### src/mac_tx_timing_pkg.sv
// Package for the MAC transmit timing configuration block.
// Holds register indices, field positions, reset values, timing constants and the config carrier.
// Assumes a 40 MHz core clock and a 32-bit Avalon-MM register bus.
package mac_tx_timing_pkg;

	// ----------------------------------------------------------------
	// Register indices (byte address is four times the index)
	// ----------------------------------------------------------------
	localparam logic [7:0] IDX_ORDER = 8'h10;
	localparam logic [7:0] IDX_ACK_WAIT_CONTROL = 8'h12;
	localparam logic [7:0] IDX_FIRST_SLOT_END_CAP_END_SLOT = 8'h13;
	localparam logic [7:0] IDX_SYMBOL_TICK_LOW = 8'h14;
	localparam logic [7:0] IDX_SYMBOL_TICK_HIGH_TX_LEAD = 8'h15;
	localparam logic [7:0] IDX_AMP_LEAD_TICK_LOW = 8'h16;
	localparam logic [7:0] IDX_AMP_LEAD_SYMBOLS = 8'h17;
	localparam logic [7:0] IDX_TX_LEAD_FIFO_CONTROL = 8'h18;

	// ----------------------------------------------------------------
	// Field positions
	// ----------------------------------------------------------------
	localparam int PENDING_BIT = 7;
	localparam int TX_LEAD_LOW_LSB = 1;
	localparam int AMP_SYMBOLS_LSB = 1;
	localparam int TX_SYMBOLS_LSB = 2;
	localparam int BUFFER_ENABLE_BIT = 7;
	localparam int NIBBLE_HIGH_LSB = 4;

	// ----------------------------------------------------------------
	// Reset values
	// ----------------------------------------------------------------
	localparam logic [6:0] RST_ACK_WAIT_SYMBOLS = 7'h39;
	localparam logic [8:0] RST_SYMBOL_TICK_COUNT = 9'h140;
	localparam logic [8:0] RST_TX_LEAD_TICKS = 9'h028;
	localparam logic [8:0] RST_AMP_LEAD_TICKS = 9'h029;
	localparam logic [3:0] RST_AMP_LEAD_SYMBOLS = 4'h1;
	localparam logic [3:0] RST_TX_LEAD_SYMBOLS = 4'h2;
	localparam logic [3:0] RST_ORDER = 4'hF;
	localparam logic [3:0] ORDER_NONE = 4'hF;

	// ----------------------------------------------------------------
	// Timing: one tick is 50 ns, clock period 25 ns
	// ----------------------------------------------------------------
	localparam int TICK_PERIOD_NS = 50;
	localparam int CLOCK_PERIOD_PS = 25000;
	localparam int TICK_CYCLES_RAW = (TICK_PERIOD_NS * 1000 + CLOCK_PERIOD_PS - 1) / CLOCK_PERIOD_PS;
	localparam int TICK_CYCLES = (TICK_CYCLES_RAW < 1) ? 1 : TICK_CYCLES_RAW;
	localparam int LEAD_W = 14;

	// ----------------------------------------------------------------
	// Configuration carrier
	// ----------------------------------------------------------------
	typedef struct packed {
		logic data_request_pending_flag;
		logic [6:0] ack_wait_symbols;
		logic [3:0] first_slot_end;
		logic [3:0] contention_period_end;
		logic [8:0] symbol_tick_count;
		logic [8:0] tx_lead_ticks;
		logic [3:0] tx_lead_symbols;
		logic [8:0] amp_lead_ticks;
		logic [3:0] amp_lead_symbol_count;
		logic buffer_enable_keep_high;
		logic [3:0] beacon_interval_order;
		logic [3:0] superframe_order;
	} timing_config_t;

	typedef enum logic [1:0] {
		LEAD_IDLE,
		LEAD_COUNT,
		LEAD_SEND
	} lead_state_t;

endpackage

### src/mac_tx_timing_config.sv
// MAC transmit timing configuration: register bank, symbol tick generator,
// acknowledgement wait timer, slot decode and transmit/amplifier lead enables.
// Assumes all control inputs come from logic on the same clock.
`timescale 1ns/1ps
`default_nettype none

module mac_tx_timing_config #(
	parameter int ADDR_W = 8
) (
	// Clock, reset and clock enable
	input wire logic clock,
	input wire logic rst_n,
	input wire logic clk_en,
	// Avalon-MM register slave
	input wire logic [ADDR_W-1:0] address,
	input wire logic read,
	input wire logic write,
	input wire logic [31:0] writedata,
	input wire logic [3:0] byteenable,
	output logic [31:0] readdata,
	output logic waitrequest,
	// MAC sequencing inputs
	input wire logic tx_request,
	input wire logic packet_done,
	input wire logic frame_sent_ack_expected,
	input wire logic ack_received,
	input wire logic [3:0] slot_number,
	// RF front end and MAC status outputs
	output logic tx_enable,
	output logic amp_enable,
	output logic packet_start,
	output logic ack_waiting,
	output logic ack_timeout,
	output logic ack_frame_pending,
	output logic symbol_strobe,
	output logic cap_active,
	output logic first_slot_active,
	output logic beacon_enabled,
	output logic buffer_enable
);

	// ----------------------------------------------------------------
	// Address decode
	// ----------------------------------------------------------------

	// True when the byte address hits the aligned word of a register index
	function automatic logic reg_hit(input logic [ADDR_W-1:0] a, input logic [7:0] index);
		reg_hit = (a[1:0] == 2'h0) && (a[ADDR_W-1:2] == index[ADDR_W-3:0]);
	endfunction

	mac_tx_timing_pkg::timing_config_t cfg;
	mac_tx_timing_pkg::lead_state_t lead_state;
	logic [7:0] next_readdata;
	logic [3:0] tick_div;
	logic [8:0] tick_count;
	logic [6:0] ack_count;
	logic [mac_tx_timing_pkg::LEAD_W-1:0] lead_remaining;
	logic [mac_tx_timing_pkg::LEAD_W-1:0] tx_total;
	logic [mac_tx_timing_pkg::LEAD_W-1:0] amp_total;

	// Bus strobes: access completes on the edge where waitrequest is low
	wire bus_req = read | write;
	wire wr_fire = clk_en & write & ~waitrequest & byteenable[0];
	wire [7:0] wbyte = writedata[7:0];
	wire hit_order = reg_hit(address, mac_tx_timing_pkg::IDX_ORDER);
	wire hit_ack = reg_hit(address, mac_tx_timing_pkg::IDX_ACK_WAIT_CONTROL);
	wire hit_slot = reg_hit(address, mac_tx_timing_pkg::IDX_FIRST_SLOT_END_CAP_END_SLOT);
	wire hit_tlow = reg_hit(address, mac_tx_timing_pkg::IDX_SYMBOL_TICK_LOW);
	wire hit_thigh = reg_hit(address, mac_tx_timing_pkg::IDX_SYMBOL_TICK_HIGH_TX_LEAD);
	wire hit_alow = reg_hit(address, mac_tx_timing_pkg::IDX_AMP_LEAD_TICK_LOW);
	wire hit_asym = reg_hit(address, mac_tx_timing_pkg::IDX_AMP_LEAD_SYMBOLS);
	wire hit_txc = reg_hit(address, mac_tx_timing_pkg::IDX_TX_LEAD_FIFO_CONTROL);

	// Read multiplexer; unmapped addresses and reserved bits read as zero
	always_comb begin
		if (hit_order) begin
			next_readdata = {cfg.beacon_interval_order, cfg.superframe_order};
		end else if (hit_ack) begin
			next_readdata = {cfg.data_request_pending_flag, cfg.ack_wait_symbols};
		end else if (hit_slot) begin
			next_readdata = {cfg.first_slot_end, cfg.contention_period_end};
		end else if (hit_tlow) begin
			next_readdata = cfg.symbol_tick_count[7:0];
		end else if (hit_thigh) begin
			next_readdata = {cfg.tx_lead_ticks[6:0], cfg.symbol_tick_count[8]};
		end else if (hit_alow) begin
			next_readdata = cfg.amp_lead_ticks[7:0];
		end else if (hit_asym) begin
			next_readdata = {3'h0, cfg.amp_lead_symbol_count, cfg.amp_lead_ticks[8]};
		end else if (hit_txc) begin
			next_readdata = {cfg.buffer_enable_keep_high, 1'b0, cfg.tx_lead_symbols,
				cfg.tx_lead_ticks[8:7]};
		end else begin
			next_readdata = 8'h00;
		end
	end

	// ----------------------------------------------------------------
	// Bus handshake
	// ----------------------------------------------------------------

	// One wait cycle per access, then waitrequest drops for exactly one edge
	// Read data is captured on the wait cycle so it already stands at the completing edge
	always_ff @(posedge clock or negedge rst_n) begin
		if (!rst_n) begin
			waitrequest <= 1'b1;
			readdata <= 32'h0000_0000;
		end else if (clk_en) begin
			waitrequest <= ~(bus_req & waitrequest);
			if (read && waitrequest) begin
				readdata <= {24'h00_0000, next_readdata};
			end
		end
	end

	// ----------------------------------------------------------------
	// Configuration registers
	// ----------------------------------------------------------------

	// Register writes; reserved bits are not stored
	always_ff @(posedge clock or negedge rst_n) begin
		if (!rst_n) begin
			cfg.data_request_pending_flag <= 1'b0;
			cfg.ack_wait_symbols <= mac_tx_timing_pkg::RST_ACK_WAIT_SYMBOLS;
			cfg.first_slot_end <= 4'h0;
			cfg.contention_period_end <= 4'h0;
			cfg.symbol_tick_count <= mac_tx_timing_pkg::RST_SYMBOL_TICK_COUNT;
			cfg.tx_lead_ticks <= mac_tx_timing_pkg::RST_TX_LEAD_TICKS;
			cfg.tx_lead_symbols <= mac_tx_timing_pkg::RST_TX_LEAD_SYMBOLS;
			cfg.amp_lead_ticks <= mac_tx_timing_pkg::RST_AMP_LEAD_TICKS;
			cfg.amp_lead_symbol_count <= mac_tx_timing_pkg::RST_AMP_LEAD_SYMBOLS;
			cfg.buffer_enable_keep_high <= 1'b1;
			cfg.beacon_interval_order <= mac_tx_timing_pkg::RST_ORDER;
			cfg.superframe_order <= mac_tx_timing_pkg::RST_ORDER;
		end else if (wr_fire) begin
			if (hit_order) begin
				cfg.beacon_interval_order <= wbyte[7:4];
				cfg.superframe_order <= wbyte[3:0];
			end
			if (hit_ack) begin
				cfg.data_request_pending_flag <= wbyte[mac_tx_timing_pkg::PENDING_BIT];
				cfg.ack_wait_symbols <= wbyte[6:0];
			end
			if (hit_slot) begin
				cfg.first_slot_end <= wbyte[mac_tx_timing_pkg::NIBBLE_HIGH_LSB +: 4];
				cfg.contention_period_end <= wbyte[3:0];
			end
			if (hit_tlow) begin
				cfg.symbol_tick_count[7:0] <= wbyte;
			end
			if (hit_thigh) begin
				cfg.symbol_tick_count[8] <= wbyte[0];
				cfg.tx_lead_ticks[6:0] <= wbyte[mac_tx_timing_pkg::TX_LEAD_LOW_LSB +: 7];
			end
			if (hit_alow) begin
				cfg.amp_lead_ticks[7:0] <= wbyte;
			end
			if (hit_asym) begin
				cfg.amp_lead_ticks[8] <= wbyte[0];
				cfg.amp_lead_symbol_count <= wbyte[mac_tx_timing_pkg::AMP_SYMBOLS_LSB +: 4];
			end
			if (hit_txc) begin
				cfg.buffer_enable_keep_high <= wbyte[mac_tx_timing_pkg::BUFFER_ENABLE_BIT];
				cfg.tx_lead_symbols <= wbyte[mac_tx_timing_pkg::TX_SYMBOLS_LSB +: 4];
				cfg.tx_lead_ticks[8:7] <= wbyte[1:0];
			end
		end
	end

	// ----------------------------------------------------------------
	// Tick and symbol timing
	// ----------------------------------------------------------------

	// A tick is one 50 ns step, two core clocks at 40 MHz
	wire tick_en = (tick_div == 4'(mac_tx_timing_pkg::TICK_CYCLES - 1));
	// A zero period is treated as one tick so the strobe never stops
	wire sym_hit = tick_en && (tick_count >= cfg.symbol_tick_count - 9'h001 ||
		cfg.symbol_tick_count == 9'h000);

	// Tick prescaler and symbol period counter
	always_ff @(posedge clock or negedge rst_n) begin
		if (!rst_n) begin
			tick_div <= 4'h0;
			tick_count <= 9'h000;
			symbol_strobe <= 1'b0;
		end else if (clk_en) begin
			tick_div <= tick_en ? 4'h0 : tick_div + 4'h1;
			if (sym_hit) begin
				tick_count <= 9'h000;
			end else if (tick_en) begin
				tick_count <= tick_count + 9'h001;
			end
			symbol_strobe <= sym_hit;
		end
	end

	// ----------------------------------------------------------------
	// Acknowledgement wait timer
	// ----------------------------------------------------------------

	// Counts symbol strobes after a frame that expects an ack; ack arrival wins
	// A restart clears the count, so strobes of an earlier frame are not carried over
	always_ff @(posedge clock or negedge rst_n) begin
		if (!rst_n) begin
			ack_waiting <= 1'b0;
			ack_count <= 7'h00;
			ack_timeout <= 1'b0;
		end else if (clk_en) begin
			ack_timeout <= 1'b0;
			if (frame_sent_ack_expected) begin
				ack_waiting <= 1'b1;
				ack_count <= 7'h00;
			end else if (ack_received) begin
				ack_waiting <= 1'b0;
			end else if (ack_waiting && sym_hit) begin
				if (ack_count + 7'h01 >= cfg.ack_wait_symbols) begin
					ack_waiting <= 1'b0;
					ack_timeout <= 1'b1;
				end else begin
					ack_count <= ack_count + 7'h01;
				end
			end
		end
	end

	// ----------------------------------------------------------------
	// Superframe slot decode and static outputs
	// ----------------------------------------------------------------

	// No active period when either order field reads all ones
	// Contention slots come first; the first guaranteed slot window follows them
	wire beacon_on = (cfg.beacon_interval_order != mac_tx_timing_pkg::ORDER_NONE);
	wire active_on = beacon_on && (cfg.superframe_order != mac_tx_timing_pkg::ORDER_NONE);
	wire in_cap = (slot_number <= cfg.contention_period_end);
	wire in_first = (slot_number > cfg.contention_period_end) &&
		(slot_number <= cfg.first_slot_end);

	// Registered slot and configuration outputs
	always_ff @(posedge clock or negedge rst_n) begin
		if (!rst_n) begin
			cap_active <= 1'b0;
			first_slot_active <= 1'b0;
			beacon_enabled <= 1'b0;
			ack_frame_pending <= 1'b0;
			buffer_enable <= 1'b1;
		end else if (clk_en) begin
			cap_active <= active_on && in_cap;
			first_slot_active <= active_on && in_first;
			beacon_enabled <= beacon_on;
			ack_frame_pending <= cfg.data_request_pending_flag;
			buffer_enable <= cfg.buffer_enable_keep_high;
		end
	end

	// ----------------------------------------------------------------
	// Transmitter and amplifier lead sequencing
	// ----------------------------------------------------------------

	// Total lead in ticks: symbols times the symbol period plus fine ticks
	// Operands are widened before the product so no high bits are lost;
	// fifteen symbols of the longest period plus the tick field still fit
	wire [mac_tx_timing_pkg::LEAD_W-1:0] period_w = mac_tx_timing_pkg::LEAD_W'(cfg.symbol_tick_count);
	wire [mac_tx_timing_pkg::LEAD_W-1:0] tx_symbols_w = mac_tx_timing_pkg::LEAD_W'(cfg.tx_lead_symbols);
	wire [mac_tx_timing_pkg::LEAD_W-1:0] amp_symbols_w =
		mac_tx_timing_pkg::LEAD_W'(cfg.amp_lead_symbol_count);
	assign tx_total = tx_symbols_w * period_w
		+ mac_tx_timing_pkg::LEAD_W'(cfg.tx_lead_ticks);
	assign amp_total = amp_symbols_w * period_w
		+ mac_tx_timing_pkg::LEAD_W'(cfg.amp_lead_ticks);
	wire [mac_tx_timing_pkg::LEAD_W-1:0] lead_max = (tx_total > amp_total) ? tx_total : amp_total;
	wire [mac_tx_timing_pkg::LEAD_W-1:0] lead_dec = lead_remaining - 14'h0001;

	// Countdown to packet start; each enable rises when its lead remains
	always_ff @(posedge clock or negedge rst_n) begin
		if (!rst_n) begin
			lead_state <= mac_tx_timing_pkg::LEAD_IDLE;
			lead_remaining <= 14'h0000;
			tx_enable <= 1'b0;
			amp_enable <= 1'b0;
			packet_start <= 1'b0;
		end else if (clk_en) begin
			packet_start <= 1'b0;
			case (lead_state)
				mac_tx_timing_pkg::LEAD_IDLE: begin
					if (tx_request) begin
						lead_remaining <= lead_max;
						tx_enable <= (tx_total >= lead_max);
						amp_enable <= (amp_total >= lead_max);
						lead_state <= mac_tx_timing_pkg::LEAD_COUNT;
					end
				end
				mac_tx_timing_pkg::LEAD_COUNT: begin
					if (lead_remaining == 14'h0000) begin
						packet_start <= 1'b1;
						tx_enable <= 1'b1;
						amp_enable <= 1'b1;
						lead_state <= mac_tx_timing_pkg::LEAD_SEND;
					end else if (tick_en) begin
						lead_remaining <= lead_dec;
						if (lead_dec <= tx_total) begin
							tx_enable <= 1'b1;
						end
						if (lead_dec <= amp_total) begin
							amp_enable <= 1'b1;
						end
					end
				end
				mac_tx_timing_pkg::LEAD_SEND: begin
					if (packet_done) begin
						tx_enable <= 1'b0;
						amp_enable <= 1'b0;
						lead_state <= mac_tx_timing_pkg::LEAD_IDLE;
					end
				end
				default: begin
					lead_state <= mac_tx_timing_pkg::LEAD_IDLE;
				end
			endcase
		end
	end

endmodule

`default_nettype wire

### config.mk
export PLATFORM = sky130hd
export DESIGN_NAME = mac_tx_timing_config
export DESIGN_NICKNAME = d
export VERILOG_FILES = /design/src/mac_tx_timing_pkg.sv /design/src/mac_tx_timing_config.sv
export SDC_FILE = /design/constraint.sdc
export NUM_CORES = 1
export LEC_CHECK = 0
export BUFFER_PORTS_ARGS = -buffer_cell sky130_fd_sc_hd__clkbuf_2
export CAP_MARGIN = 0
export CORE_ASPECT_RATIO = 0.6
export CORE_MARGIN = 2
export CORE_UTILIZATION = 65
export CTS_CLUSTER_SIZE = 14
export DETAILED_ROUTE_END_ITERATION = 8
export PLACE_DENSITY = 0.86
export REMOVE_ABC_BUFFERS = 1
export SLEW_MARGIN = 20
export SYNTH_ARGS = -nofsm -noshare
export SYNTH_HDL_FRONTEND = slang
export SYNTH_SLANG_ARGS = --single-unit
### constraint.sdc
create_clock -name clock -period 14.35 [get_ports clock]
set_clock_uncertainty 0.15 [all_clocks]
set_input_delay 0.7175 -clock clock [delete_from_list [all_inputs] [get_ports clock]]
set_output_delay 0.7175 -clock clock [all_outputs]
set_load 0.005 [all_outputs]
### Yosys cells after proc, flatten, opt, wreduce, memory -nomap -nowiden

Cells that the tools add are included.
Widths: inputs -> output; s select.

| word-level totals | value |
|---|---|
| latch bits | 0 |
| memories | 0 |
| bits of input ports | 57 |
| bits in read-only memories | 0 |
| output and inout bits | 44 |
| bits in writable memories | 0 |
| flip-flop bits (word level) | 116 |

| cells by class | value |
|---|---|
| multiplexer cells | 45 |
| bitwise operators | 7 |
| $lt $le $gt $ge | 10 |
| multiply operators | 2 |
| divide/modulo/power cells | 0 |
| reductions and logical operators | 42 |
| shift operators | 0 |
| add/subtract/negate cells | 7 |
| equality and inequality tests | 23 |

Operator list:

| kind | number |
|---|---|
| $mux 8 | 8 |
| $mux 14 | 4 |
| $eq 6x5->1 const B | 8 |
| $add 13x9->14 | 2 |
| $ge 14x14->1 | 2 |
| $le 14x14->1 | 2 |
| $mux 7 | 4 |
| $pmux 14 s2 | 1 |
| $mul 4x9->13 | 2 |
| $reduce_and 2->1 | 10 |
| $mux 1 | 19 |
| $mux 9 | 2 |
| $logic_and 1x1->1 | 15 |
| $gt 14x14->1 | 1 |
| $logic_not 14->1 | 1 |
| $ne 2x2->1 const B | 7 |
| $sub 14x1->14 const B | 1 |
| $reduce_and 6->1 | 2 |
| $add 9x1->9 const B | 1 |
| $ge 9x9->1 | 1 |
| $logic_not 9->1 | 1 |
| $ne 3x3->1 const B | 3 |
| $reduce_bool 3->1 | 3 |
| $sub 9x1->9 const B | 1 |
| other kinds (22) | 35 |

### Longest topological paths before layout

Gate-level depths: netlist of run 1.

| logic depth | value |
|---|---|
| word-level depth | 10 |
| gate-level depth with buffers | 34 |

### Worst setup path after synthesis of run 1

No wires, ideal clock.

| timing | value |
|---|---|
| path type | register to register |
| start | register cfg[41] in the netlist's numbering |
| end | register tx_enable |
| cell stages (with the launch flop) | 32 |
| arrival time | 7084 ps |
| path buffers | 3 |
| setup slack | 6998 ps |
| clock period less this slack | 7352 ps |
| path through | dfstp_2 > clkbuf_1 > and2_1 > fa_1 > fa_1 > inv_1 > fa_1 > inv_1 > ha_1 > a2111oi_0 > o211a_1 > nor2_1 > a21oi_1 > o21bai_1 > xor2_1 > ha_1 > maj3_1 > maj3_2 > a211oi_4 > or2_1 > buf_2 > buf_4 > nor2_1 > a21oi_1 > ha_1 > a21o_1 > a21oi_1 > nor2b_1 > o21ai_0 > a31oi_1 > mux2_2 > a21o_1 |

| between the ends | value |
|---|---|
| cells in the longest elaborated chain, start to end | 7 |

RTL lines:

| item | line | RTL |
|---|---|---|
| from (decl) | mac_tx_timing_config.sv:51 | `mac_tx_timing_pkg::timing_config_t cfg;` |
| $mul 4x9->13 (on tied branches) | mac_tx_timing_config.sv:266, mac_tx_timing_config.sv:268 |  |
| $add 13x9->14 (on tied branches) | mac_tx_timing_config.sv:267, mac_tx_timing_config.sv:269 |  |
| $gt 14x14->1 | mac_tx_timing_config.sv:270 | `wire [mac_tx_timing_pkg::LEAD_W-1:0] lead_max = (tx_total > amp_total) ? tx_total : amp_total;` |
| $mux 14 | mac_tx_timing_config.sv:270 |  |
| $ge 14x14->1 | mac_tx_timing_config.sv:287 | `tx_enable <= (tx_total >= lead_max);` |
| $mux 1 | mac_tx_timing_config.sv:285 | `if (tx_request) begin` |
| $pmux 1 s3 | mac_tx_timing_config.sv:283 | `case (lead_state)` |
| to (signal assigned) | mac_tx_timing_config.sv:287 |  |
| to (decl) | mac_tx_timing_config.sv:29 | `output logic tx_enable,` |

Several ways; a longest one is shown, not always the timed one. The select of a mux whose other input is x is not followed.
A chain may end at the register's enable or synchronous reset.

### Worst setup path after layout of run 1

| timing | value |
|---|---|
| start | register cfg[41] in the netlist's numbering |
| end | register amp_enable |

| between the ends | value |
|---|---|
| cells in the longest elaborated chain, start to end | 7 |

RTL lines:

| item | line | RTL |
|---|---|---|
| $mul 4x9->13 (on tied branches) | mac_tx_timing_config.sv:266, mac_tx_timing_config.sv:268 |  |
| $add 13x9->14 (on tied branches) | mac_tx_timing_config.sv:267, mac_tx_timing_config.sv:269 |  |
| $gt 14x14->1 | mac_tx_timing_config.sv:270 |  |
| $mux 14 | mac_tx_timing_config.sv:270 |  |
| $ge 14x14->1 | mac_tx_timing_config.sv:288 | `amp_enable <= (amp_total >= lead_max);` |
| $mux 1 | mac_tx_timing_config.sv:285 |  |
| $pmux 1 s3 | mac_tx_timing_config.sv:283 |  |
| to (signal assigned) | mac_tx_timing_config.sv:288 |  |
| to (decl) | mac_tx_timing_config.sv:30 | `output logic amp_enable,` |

Several ways; a longest one is shown, not always the timed one. The select of a mux whose other input is x is not followed.

==> results of run 1 <==
[logic make-up (layout without fill, tap and decap cells)]
group	after synthesis	in the layout	synth area share, %
simple gates	352	352	16.0
compound gates	257	257	15.4
buf+inv	208	225	7.81
fa+ha+maj	182	182	23.1
flops	116	116	26.0
mux	74	74	7.74
xor+xnor	50	50	4.01
other cells	1	24	0.0332
[where the power goes]
part | leakage (nW) | switching (mW) | internal (mW)
Clock | 0.307 | 0.172 | 0.297
Sequential | 1.45 | 0.0415 | 0.358
Combinational | 4.48 | 0.231 | 0.161
[worst max-delay path, delay by kind of cell (launching register included)]
kind            cells  cell delay, ns
compound gates      9            2.16
fa+ha+maj           6            2.76
buf+inv             5            0.40
flops               1            0.75
simple gates        7            2.62
[cell type report]
type	count	share of cell area, %
well taps	234	2.40
clock inverters	14	1.65
flip-flops and latches	116	24.0
inverters	141	4.33
multi-input cells	939	61.8
clock buffers	18	3.59
repair buffers	52	2.21
[cells in the mapped netlist, types with 11 or more instances]
cell        n
mux2i_1    13
o21ai_0    63
fa_1       44
dfstp_2    24
xnor2_1    31
and2_1     69
clkbuf_1   36
a21oi_1    51
nor2_1     72
ha_1      135
buf_4      26
nor3_1     20
dfrtp_1    92
mux2_2     56
nand3_1    25
inv_1     139
o21ai_1    11
xor2_1     18
a21o_1     32
nand2_1    94
nand4_1    15
nor2b_1    11
[registers in the layout, summed over array words and instances, names as in the netlist, 2 cells and up]
name,cells
tick_div,4
lead_remaining,14
lead_state,2
tick_count,9
amp_symbols_w,4
readdata,8
cfg,56
ack_count,7
[worst max path at each step]
stage / endpoint / depth (start not counted) / slack (ns) / startpoint
finish: amp_enable / 27 / 5.41 / cfg[41]
global route: amp_enable / 27 / 5.01 / cfg[41]
CTS: amp_enable / 27 / 5.79 / cfg[41]
detailed placement: amp_enable / 27 / 5.82 / cfg[41]
global placement: amp_enable / 26 / 5.94 / cfg[41]
floorplan: tx_enable / 30 / 7.02 / cfg[37]
[through the flow]
step	cells	instance area [sq um]	hold WS, ns
final	1514	12200	0.196
after global routing	1514	12200	0.243
after CTS	1514	12200	0.222
after detailed placement	1482	11600	0.325
after global placement	1482	11600	0.311
after floorplan	1196	11000	0.272
[routing by layer]
layer | wire length [um] | up-vias | track usage, %
met5 | 0 | - | 0
met4 | 351 | 0 | 7.20
met3 | 3330 | 35 | 11.8
met2 | 11800 | 441 | 45.1
met1 | 13600 | 4527 | 47.9
li1 | - | 4319 | -
==> run metrics, run 1 <==
GPL Wtd Cong=~0.97; synth-to-layout area growth=8.32%; detail-routed net length per standard cell=19.2 um; crit path DAT=9.11 ns; num rows=37; period utilisation layout=62.3%; R2R depth=27; HPWL after DPL=22400 um; Yosys cell types=86; ANT nets after route=0; Final Critical Period=8.94 ns; WL final=around 29000 um; post-detailed-route via-to-cell ratio=6.16; worst-margin pin slew=1.07 ns; CTS buffer count=17; Die Ht=approximately 110 um; Starting Density=roughly two thirds; post-synth top area share=20.4%; fin util=71.6%; initial DRC count=about 950; total power draw=approximately 1.3 mW; Reg-to-Reg End=amp_enable; pwr dens=slightly above 100 nW/um^2; Max-Cap Viols=0; reg-to-reg slack, setup=~5.4 ns; Synth Flop Type=dfrtp_1; RR Startpoint=cfg[41]; f_max=0.112 GHz; router iterations before antenna repair=5; # DRC=0; worst setup margin=5.41 ns; worst-path fanout max=29; synthesized area=11300 sq um; first-pass GRT wire length=around 46000 um; Yosys top cell by area=dfrtp_1; Max VDD drop=a little over 0.07 mV; worst skew pair latency=0.43 ns; CTS Sinks=about 120; post-cts resize count=0; FILL cells=roughly 1.2k; grt ovf=0; Core Box Area=roughly 17000 sq um; most common cell after layout, fill and taps aside=inv_1; CTS tree=yes; Final Hold Viols=0; initial antenna violation count=0; width of the die=about 170 um; Worst slew margin=approximately 28%; Post-CTS Setup Bufs=0; Final Max Slew Viols=0; run status=finished, final reports clean; fraction of layout cells with a size suffix above 1=14.5%; Synth Area per Inst=~9.1 sq um; largest cells by area after synthesis=dfrtp_1, ha_1, fa_1, dfstp_2, mux2_2; Longest Clk Path Bufs=2; Worst setup EP type=register; IO Count=101; Post-synth EDFFs=0; sequential fraction of the synthesis area=around 26%; CTS Hold Buffers Added=0; async set or reset register ratio after synthesis=between 90% and 100%; antenna cells=0; Final nets=around 1.5k; cell count after synthesis=1240; Reg clk slew, reported paths=0.06 ns; largest net degree at the start of global routing=67; vias in the first global route=~8.9k; Final Setup Violations=0; Worst Setup Start Kind=register; WP data required=14.53 ns; die area=about 18000 sq um; setup TNS=0 ns; commonest cells after routing, fill and taps aside=inv_1, ha_1, nand2_1, dfrtp_1, nor2_1; IO buf count=49; vias post-DR=slightly above 9k; GR Util All Layers=between 30% and 40%; hold crit path type=in2async; Pleak=around 6.2 nW; CTS Root Cell=clkbuf_16; Critical Path Max Stage Delay=around 0.83 ns; kind of critical path=reg2reg; FF+latch area=a little under 3000 sq um; unrepaired setup endpoints after global routing=no; H-Tree Depth=4; Synth warnings=0; slowest CP cell=or2_1; DP Worst Slack=5.82 ns; Multi-input gate area=approximately 7600 sq um; flop and latch count out of synthesis=between 100 and 150; most frequent CP cell=inv_1
(Power assumes the default switching activity.)
==> run 2: changes to the inputs <==
Settings changed: CORE_UTILIZATION 65 to 62, PLACE_DENSITY 0.86 to 0.83.
Clock period 14.35 ns to 8.25 ns, I/O delays scaled along.
==> run 2 against run 1 <==
  * Via count up 2.9%
  * First-iteration DRC count up 19%
  * Register-to-register slack worse by 5.1 ns
  * Clock power up 73%
  * Total power up 75%
  * Combinational power up 78%
  * Critical path type unchanged
==> run metrics, run 2 (synthesis results as in run 1) <==
run status=finished, final reports clean; router iterations before antenna repair=5 (unchanged); post-route cell area=12300 sq um (+0.94%); CTS tree=yes; Reg clk slew, reported paths=0.06 ns (about the same); vias post-DR=9596 (+2.9%); unrepaired setup endpoints after global routing=no; grt ovf=0 (unchanged); Largest regs=cfg: 56 flops, lead_remaining: 14 flops, tick_count: 9 flops; slowest CP cell=dfrtp_1; # DRC=0 (unchanged); WP data required=8.44 ns (-6.09 ns); Critical Path Max Stage Delay=0.66 ns (-0.17 ns); commonest cells after routing, fill and taps aside=inv_1, ha_1, nand2_1, dfrtp_1, nor2_1; routing usage on met3=11.4% (-0.41 points); most common cell after layout, fill and taps aside=inv_1; Core Box Area=17900 sq um (+4.9%); detail-routed net length per standard cell=19.6 um (+2.1%); Die Ht=109 um (+2.3%); Pleak=6.30 nW (+0.85%); CTS Root Cell=clkbuf_16; Global Route met2 Usage=45.2% (+0.11 points); synth-to-layout area growth=9.34%; Longest Clk Path Bufs=2 (unchanged); IO buf count=49 (unchanged); GR Util All Layers=32.5% (+0.14 points); Final Hold Viols=0 (unchanged); RR Startpoint=cfg[39]; worst skew pair latency=0.43 ns (about the same); Worst slew margin=19.3% (-8.8 points); width of the die=178 um (+2.3%); reg-to-reg slack, setup=0.31 ns (-5.10 ns); pwr dens=179 nW/um^2 (+73%); Final nets=1516 (+0.86%); hold crit path type=in2reg; Worst setup EP type=register; Worst Hold End=ack_waiting; max reg flops=56 (unchanged); largest net degree at the start of global routing=85 (+27%); kind of critical path=reg2reg; Final Max Slew Viols=0 (unchanged); crit path DAT=8.13 ns (-0.98 ns); post-detailed-route via-to-cell ratio=6.26 (+1.7%); DP Worst Slack=0.596 ns (-5.22 ns); Worst Setup SP=cfg[39]; Final Critical Period=7.94 ns (-0.997 ns); antenna cells=0 (unchanged); fraction of layout cells with a size suffix above 1=15.3% (+0.78 points); Max VDD drop=0.149 mV (+110%); ANT nets after route=0 (unchanged); worst-margin pin slew=1.20 ns (+0.132 ns); Final Setup Violations=0 (unchanged); WL final=30100 um (+3.4%); R2R depth=29 (+7.4%); Max-Cap Viols=0 (unchanged); most used routing layer=met1; H-Tree Depth=4 (unchanged); most frequent CP cell=inv_1; HPWL after DPL=22900 um (+2.1%); worst setup margin=0.311 ns (-5.10 ns); Worst Setup Start Kind=register; GPL Wtd Cong=0.984 (+1.5%); vias in the first global route=8972 (+0.27%); Post-DP Area=11700 sq um (+0.90%); initial antenna violation count=0 (unchanged); grt met1 use=48.4% (+0.44 points); CTS buffer count=17 (unchanged); Reg-to-Reg End=amp_enable; worst-path fanout max=12 (-59%); setup TNS=0 ns (unchanged); worst hold stages=2; Starting Density=63.0% (-3.1 points); die area=19300 sq um (+4.7%); f_max=0.126 GHz (+13%); first-pass GRT wire length=47500 um (+2.5%); Worst Min Path Start=frame_sent_ack_expected; period utilisation layout=96.2% (+34 points); IO Count=101 (unchanged); most flop-heavy register=cfg; num rows=38 (+2.7%); initial DRC count=1135 (+19%); total power draw=2.21 mW (+75%); CTS Sinks=116 (unchanged); fin util=68.8% (-2.7 points)
-- run 2: timing repair --
| item | in CTS | in global routing |
|---|---|---|
| gates resized for setup | 0 | 1 |
| setup buffers | 0 | 0 |
| endpoints found under the setup margin | 0 | 1 |
| hold buffers | 1 | 0 |
| hold endpoints to repair | 32 | 0 |
-- run 2: worst max path at each step --
stage                     slack [ns]  depth (start not counted)         end
after global routing           0.006                         30  amp_enable
final                           0.31                         29  amp_enable
after floorplan                 0.92                         30   tx_enable
after global placement          0.73                         29  amp_enable
after detailed placement        0.60                         29  amp_enable
after CTS                       0.51                         29  amp_enable
-- run 2: per-stage QoR --
| step | hold WS, ns | cells |
|---|---|---|
| 4_1_cts | 0.0869 | 1533 |
| 3_5_place_dp | 0.244 | 1500 |
| 2_1_floorplan | -0.0331 | 1196 |
| 6_report | 0.0978 | 1533 |
| 3_3_place_gp | 0.246 | 1500 |
| 5_1_grt | 0.0978 | 1533 |
-- run 2: final cells by class --
class	count	area, sq um
well taps	240	300
fillers	1344	5590
clock buffers	21	460
multi-input cells	939	7560
repair buffers	65	374
inverters	141	529
clock inverters	11	176
flip-flops and latches	116	2930
-- run 2: power by group --
part | leakage, nW | internal, mW | total (mW) | switching, mW
clock | 0.296 | 0.523 | 0.813 | 0.290
sequential | 1.45 | 0.624 | 0.696 | 0.0725
combinational | 4.55 | 0.281 | 0.698 | 0.416
total | 6.30 | 1.43 | 2.21 | 0.779
-- run 2: routing by layer --
metal,part of all wire [%],up-vias
met3,13,43
li1,-,4347
met4,1.2,0
met1,45,4722
met5,0,-
met2,40,484
-- run 2: worst max-delay path, delay by kind of cell (launching register included) --
| family | cells | cell delay (ns) |
|---|---|---|
| adders and majority gates | 8 | 3.10 |
| AOI/OAI and AO/OA | 11 | 2.53 |
| and+or+nand+nor | 4 | 0.68 |
| DFF | 1 | 0.66 |
| buffers and inverters | 5 | 0.45 |
| xor gates and xnor gates | 1 | 0.26 |
==> run 3: changes to the inputs <==
Settings changed: MAX_ROUTING_LAYER set to met4, PLACE_DENSITY 0.83 to unset, PLACE_DENSITY_LB_ADDON set to 0.08.
==> run 3 against run 2 <==
  * Flip-flop and latch count stayed put
  * Largest cell class unchanged
  * Highest routed layer unchanged
  * Largest power group unchanged
  * Cell area is 0.24% higher
  * Die area stayed put
==> run metrics, run 3 (synthesis results as in run 1) <==
IO buf count=49 (unchanged); width of the die=178 um (unchanged); crit path DAT=8.03 ns (-0.10 ns); CTS Sinks=116 (unchanged); initial DRC count=889 (-22%); grt ovf=0 (unchanged); Post-CTS Setup Bufs=0 (unchanged); Final Hold Viols=0 (unchanged); IO Count=101 (unchanged); Net Sw Frac=36.1% (+0.83 points); vias post-DR=9208 (-4.0%); detail-routed net length per standard cell=19.4 um (-1.5%); kind of critical path=reg2reg; Longest Clk Path Bufs=2 (unchanged); P_sw=0.793 mW (+1.9%); Largest regs=cfg: 56 flops, lead_remaining: 14 flops, tick_count: 9 flops; commonest cells after routing, fill and taps aside=inv_1, ha_1, nand2_1, dfrtp_1, nor2_1; Final Setup Violations=0 (unchanged); largest net degree at the start of global routing=73 (-14%); worst skew pair latency=0.43 ns (about the same); f_max=0.128 GHz (+1.4%); worst hold stages=2 (unchanged); Critical Path Max Stage Delay=0.57 ns (-0.09 ns); GPL Wtd Cong=0.986 (+0.23%); router iterations before antenna repair=6 (+1); R2R depth=29 (unchanged); period utilisation layout=94.9% (-1.3 points); Die Ht=109 um (unchanged); ANT nets after route=0 (unchanged); post-route cell area=12400 sq um (+0.24%); FILL cells=1438 (+7.0%); setup TNS=0 ns (unchanged); CTS Root Cell=clkbuf_16; GR Util All Layers=33.4% (+0.91 points); fraction of layout cells with a size suffix above 1=15.7% (+0.43 points); HPWL after DPL=23200 um (+1.5%); num rows=38 (unchanged); # DRC=0 (unchanged); Clock power frac=36.0% (-0.8 points); Max VDD drop=0.144 mV (-3.6%); CTS buffer count=17 (unchanged); die area=19300 sq um (unchanged); pwr dens=178 nW/um^2 (-0.72%); Final Critical Period=7.83 ns (-0.109 ns); Worst setup EP type=register; vias in the first global route=8501 (-5.2%); worst-margin pin slew=1.07 ns (-0.133 ns); Final Max Slew Viols=0 (unchanged); antenna cells=0 (unchanged); Starting Density=63.0% (unchanged); run status=finished, final reports clean; most frequent CP cell=inv_1; hold crit path type=in2reg; Max-Cap Viols=0 (unchanged); slowest CP cell=dfrtp_1; Post-DP Area=11700 sq um (+0.25%); WL final=29700 um (-1.3%); initial antenna violation count=0 (unchanged); Worst slew margin=28.2% (+8.9 points); most common cell after layout, fill and taps aside=inv_1; Combinational Power Share=32.4% (+0.8 points); register share of total power=31.6% (about the same); total power draw=2.20 mW (-0.48%); Core Box Area=17900 sq um (unchanged); worst-path fanout max=23 (+11); CTS tree=yes; most flop-heavy register=cfg; post-detailed-route via-to-cell ratio=5.99 (-4.2%); H-Tree Depth=4 (unchanged); fin util=69.0% (+0.17 points); Final nets=1519 (+0.20%); synth-to-layout area growth=9.60%; max reg flops=56 (unchanged); Pleak=6.32 nW (+0.41%); Internal=1.40 mW (-1.7%); first-pass GRT wire length=47000 um (-1.2%); WP data required=8.45 ns (about the same); Worst Setup Start Kind=register; Reg clk slew, reported paths=0.06 ns (about the same); unrepaired setup endpoints after global routing=no
## run 3: stage by stage
stage,cells,setup WS [ns],hold WS [ns]
after floorplan,1196,0.922,-0.0331
after global placement,1503,0.566,0.315
after detailed placement,1503,0.440,0.318
after CTS,1536,0.412,0.0887
after global routing,1536,0.0547,0.121
final,1536,0.420,0.105
## run 3: area by class of cell
cell class              count  area [sq um]  share of cell area, %
clock buffers              19           453                   3.66
repair buffers             68           405                   3.28
well taps                 240           300                   2.43
flip-flops and latches    116          2930                   23.7
clock inverters            13           174                   1.41
multi-input cells         939          7570                   61.2
inverters                 141           529                   4.28
## run 3: layer usage
layer  vias to the layer above  GRT usage, %  wire length (um)
li1                       4353             -                 -
met2                       379          40.0             11100
met4                         0          6.04               254
met5                         -             -                 0
met3                        23          13.2              3670
met1                      4453          51.6             14700
## run 3: worst paths after layout
kind                                              start                 to  slack (ns)
worst max-delay path                            cfg[37]         amp_enable        0.42
worst min-delay path            frame_sent_ack_expected        ack_waiting        0.10
worst max register to register                  cfg[37]         amp_enable        0.42
worst min register to register            symbol_strobe      symbol_strobe        0.33
max in group asynchronous                         rst_n  first_slot_active        6.23
min in group asynchronous                         rst_n      lead_state[0]        0.38
## run 3: critical path, delay by kind of cell (launching register included)
kind,cells,cell delay [ns]
XOR/XNOR,1,0.24
AND/OR/NAND/NOR,4,0.69
adder cells (fa/ha/maj),8,3.16
flip-flops,1,0.57
buffers and inverters,5,0.45
AO/OA/AOI/OAI,11,2.47
## run 3: power groups by stage
stage / clock (mW) / sequential [mW] / combinational, mW
2_1_floorplan: 0 / 0.685 / 0.469
3_3_place_gp: 0 / 0.699 / 0.668
3_5_place_dp: 0 / 0.702 / 0.682
4_1_cts: 0.795 / 0.693 / 0.687
5_1_grt: 0.819 / 0.705 / 0.793
6_report: 0.791 / 0.694 / 0.711
## run 3: what timing repair did
| item | 4_1_cts | 5_1_grt |
|---|---|---|
| hold buffers | 1 | 0 |
| setup endpoints to repair | 0 | 1 |
| gates resized for setup | 0 | 3 |
| hold endpoints to repair | 40 | 0 |
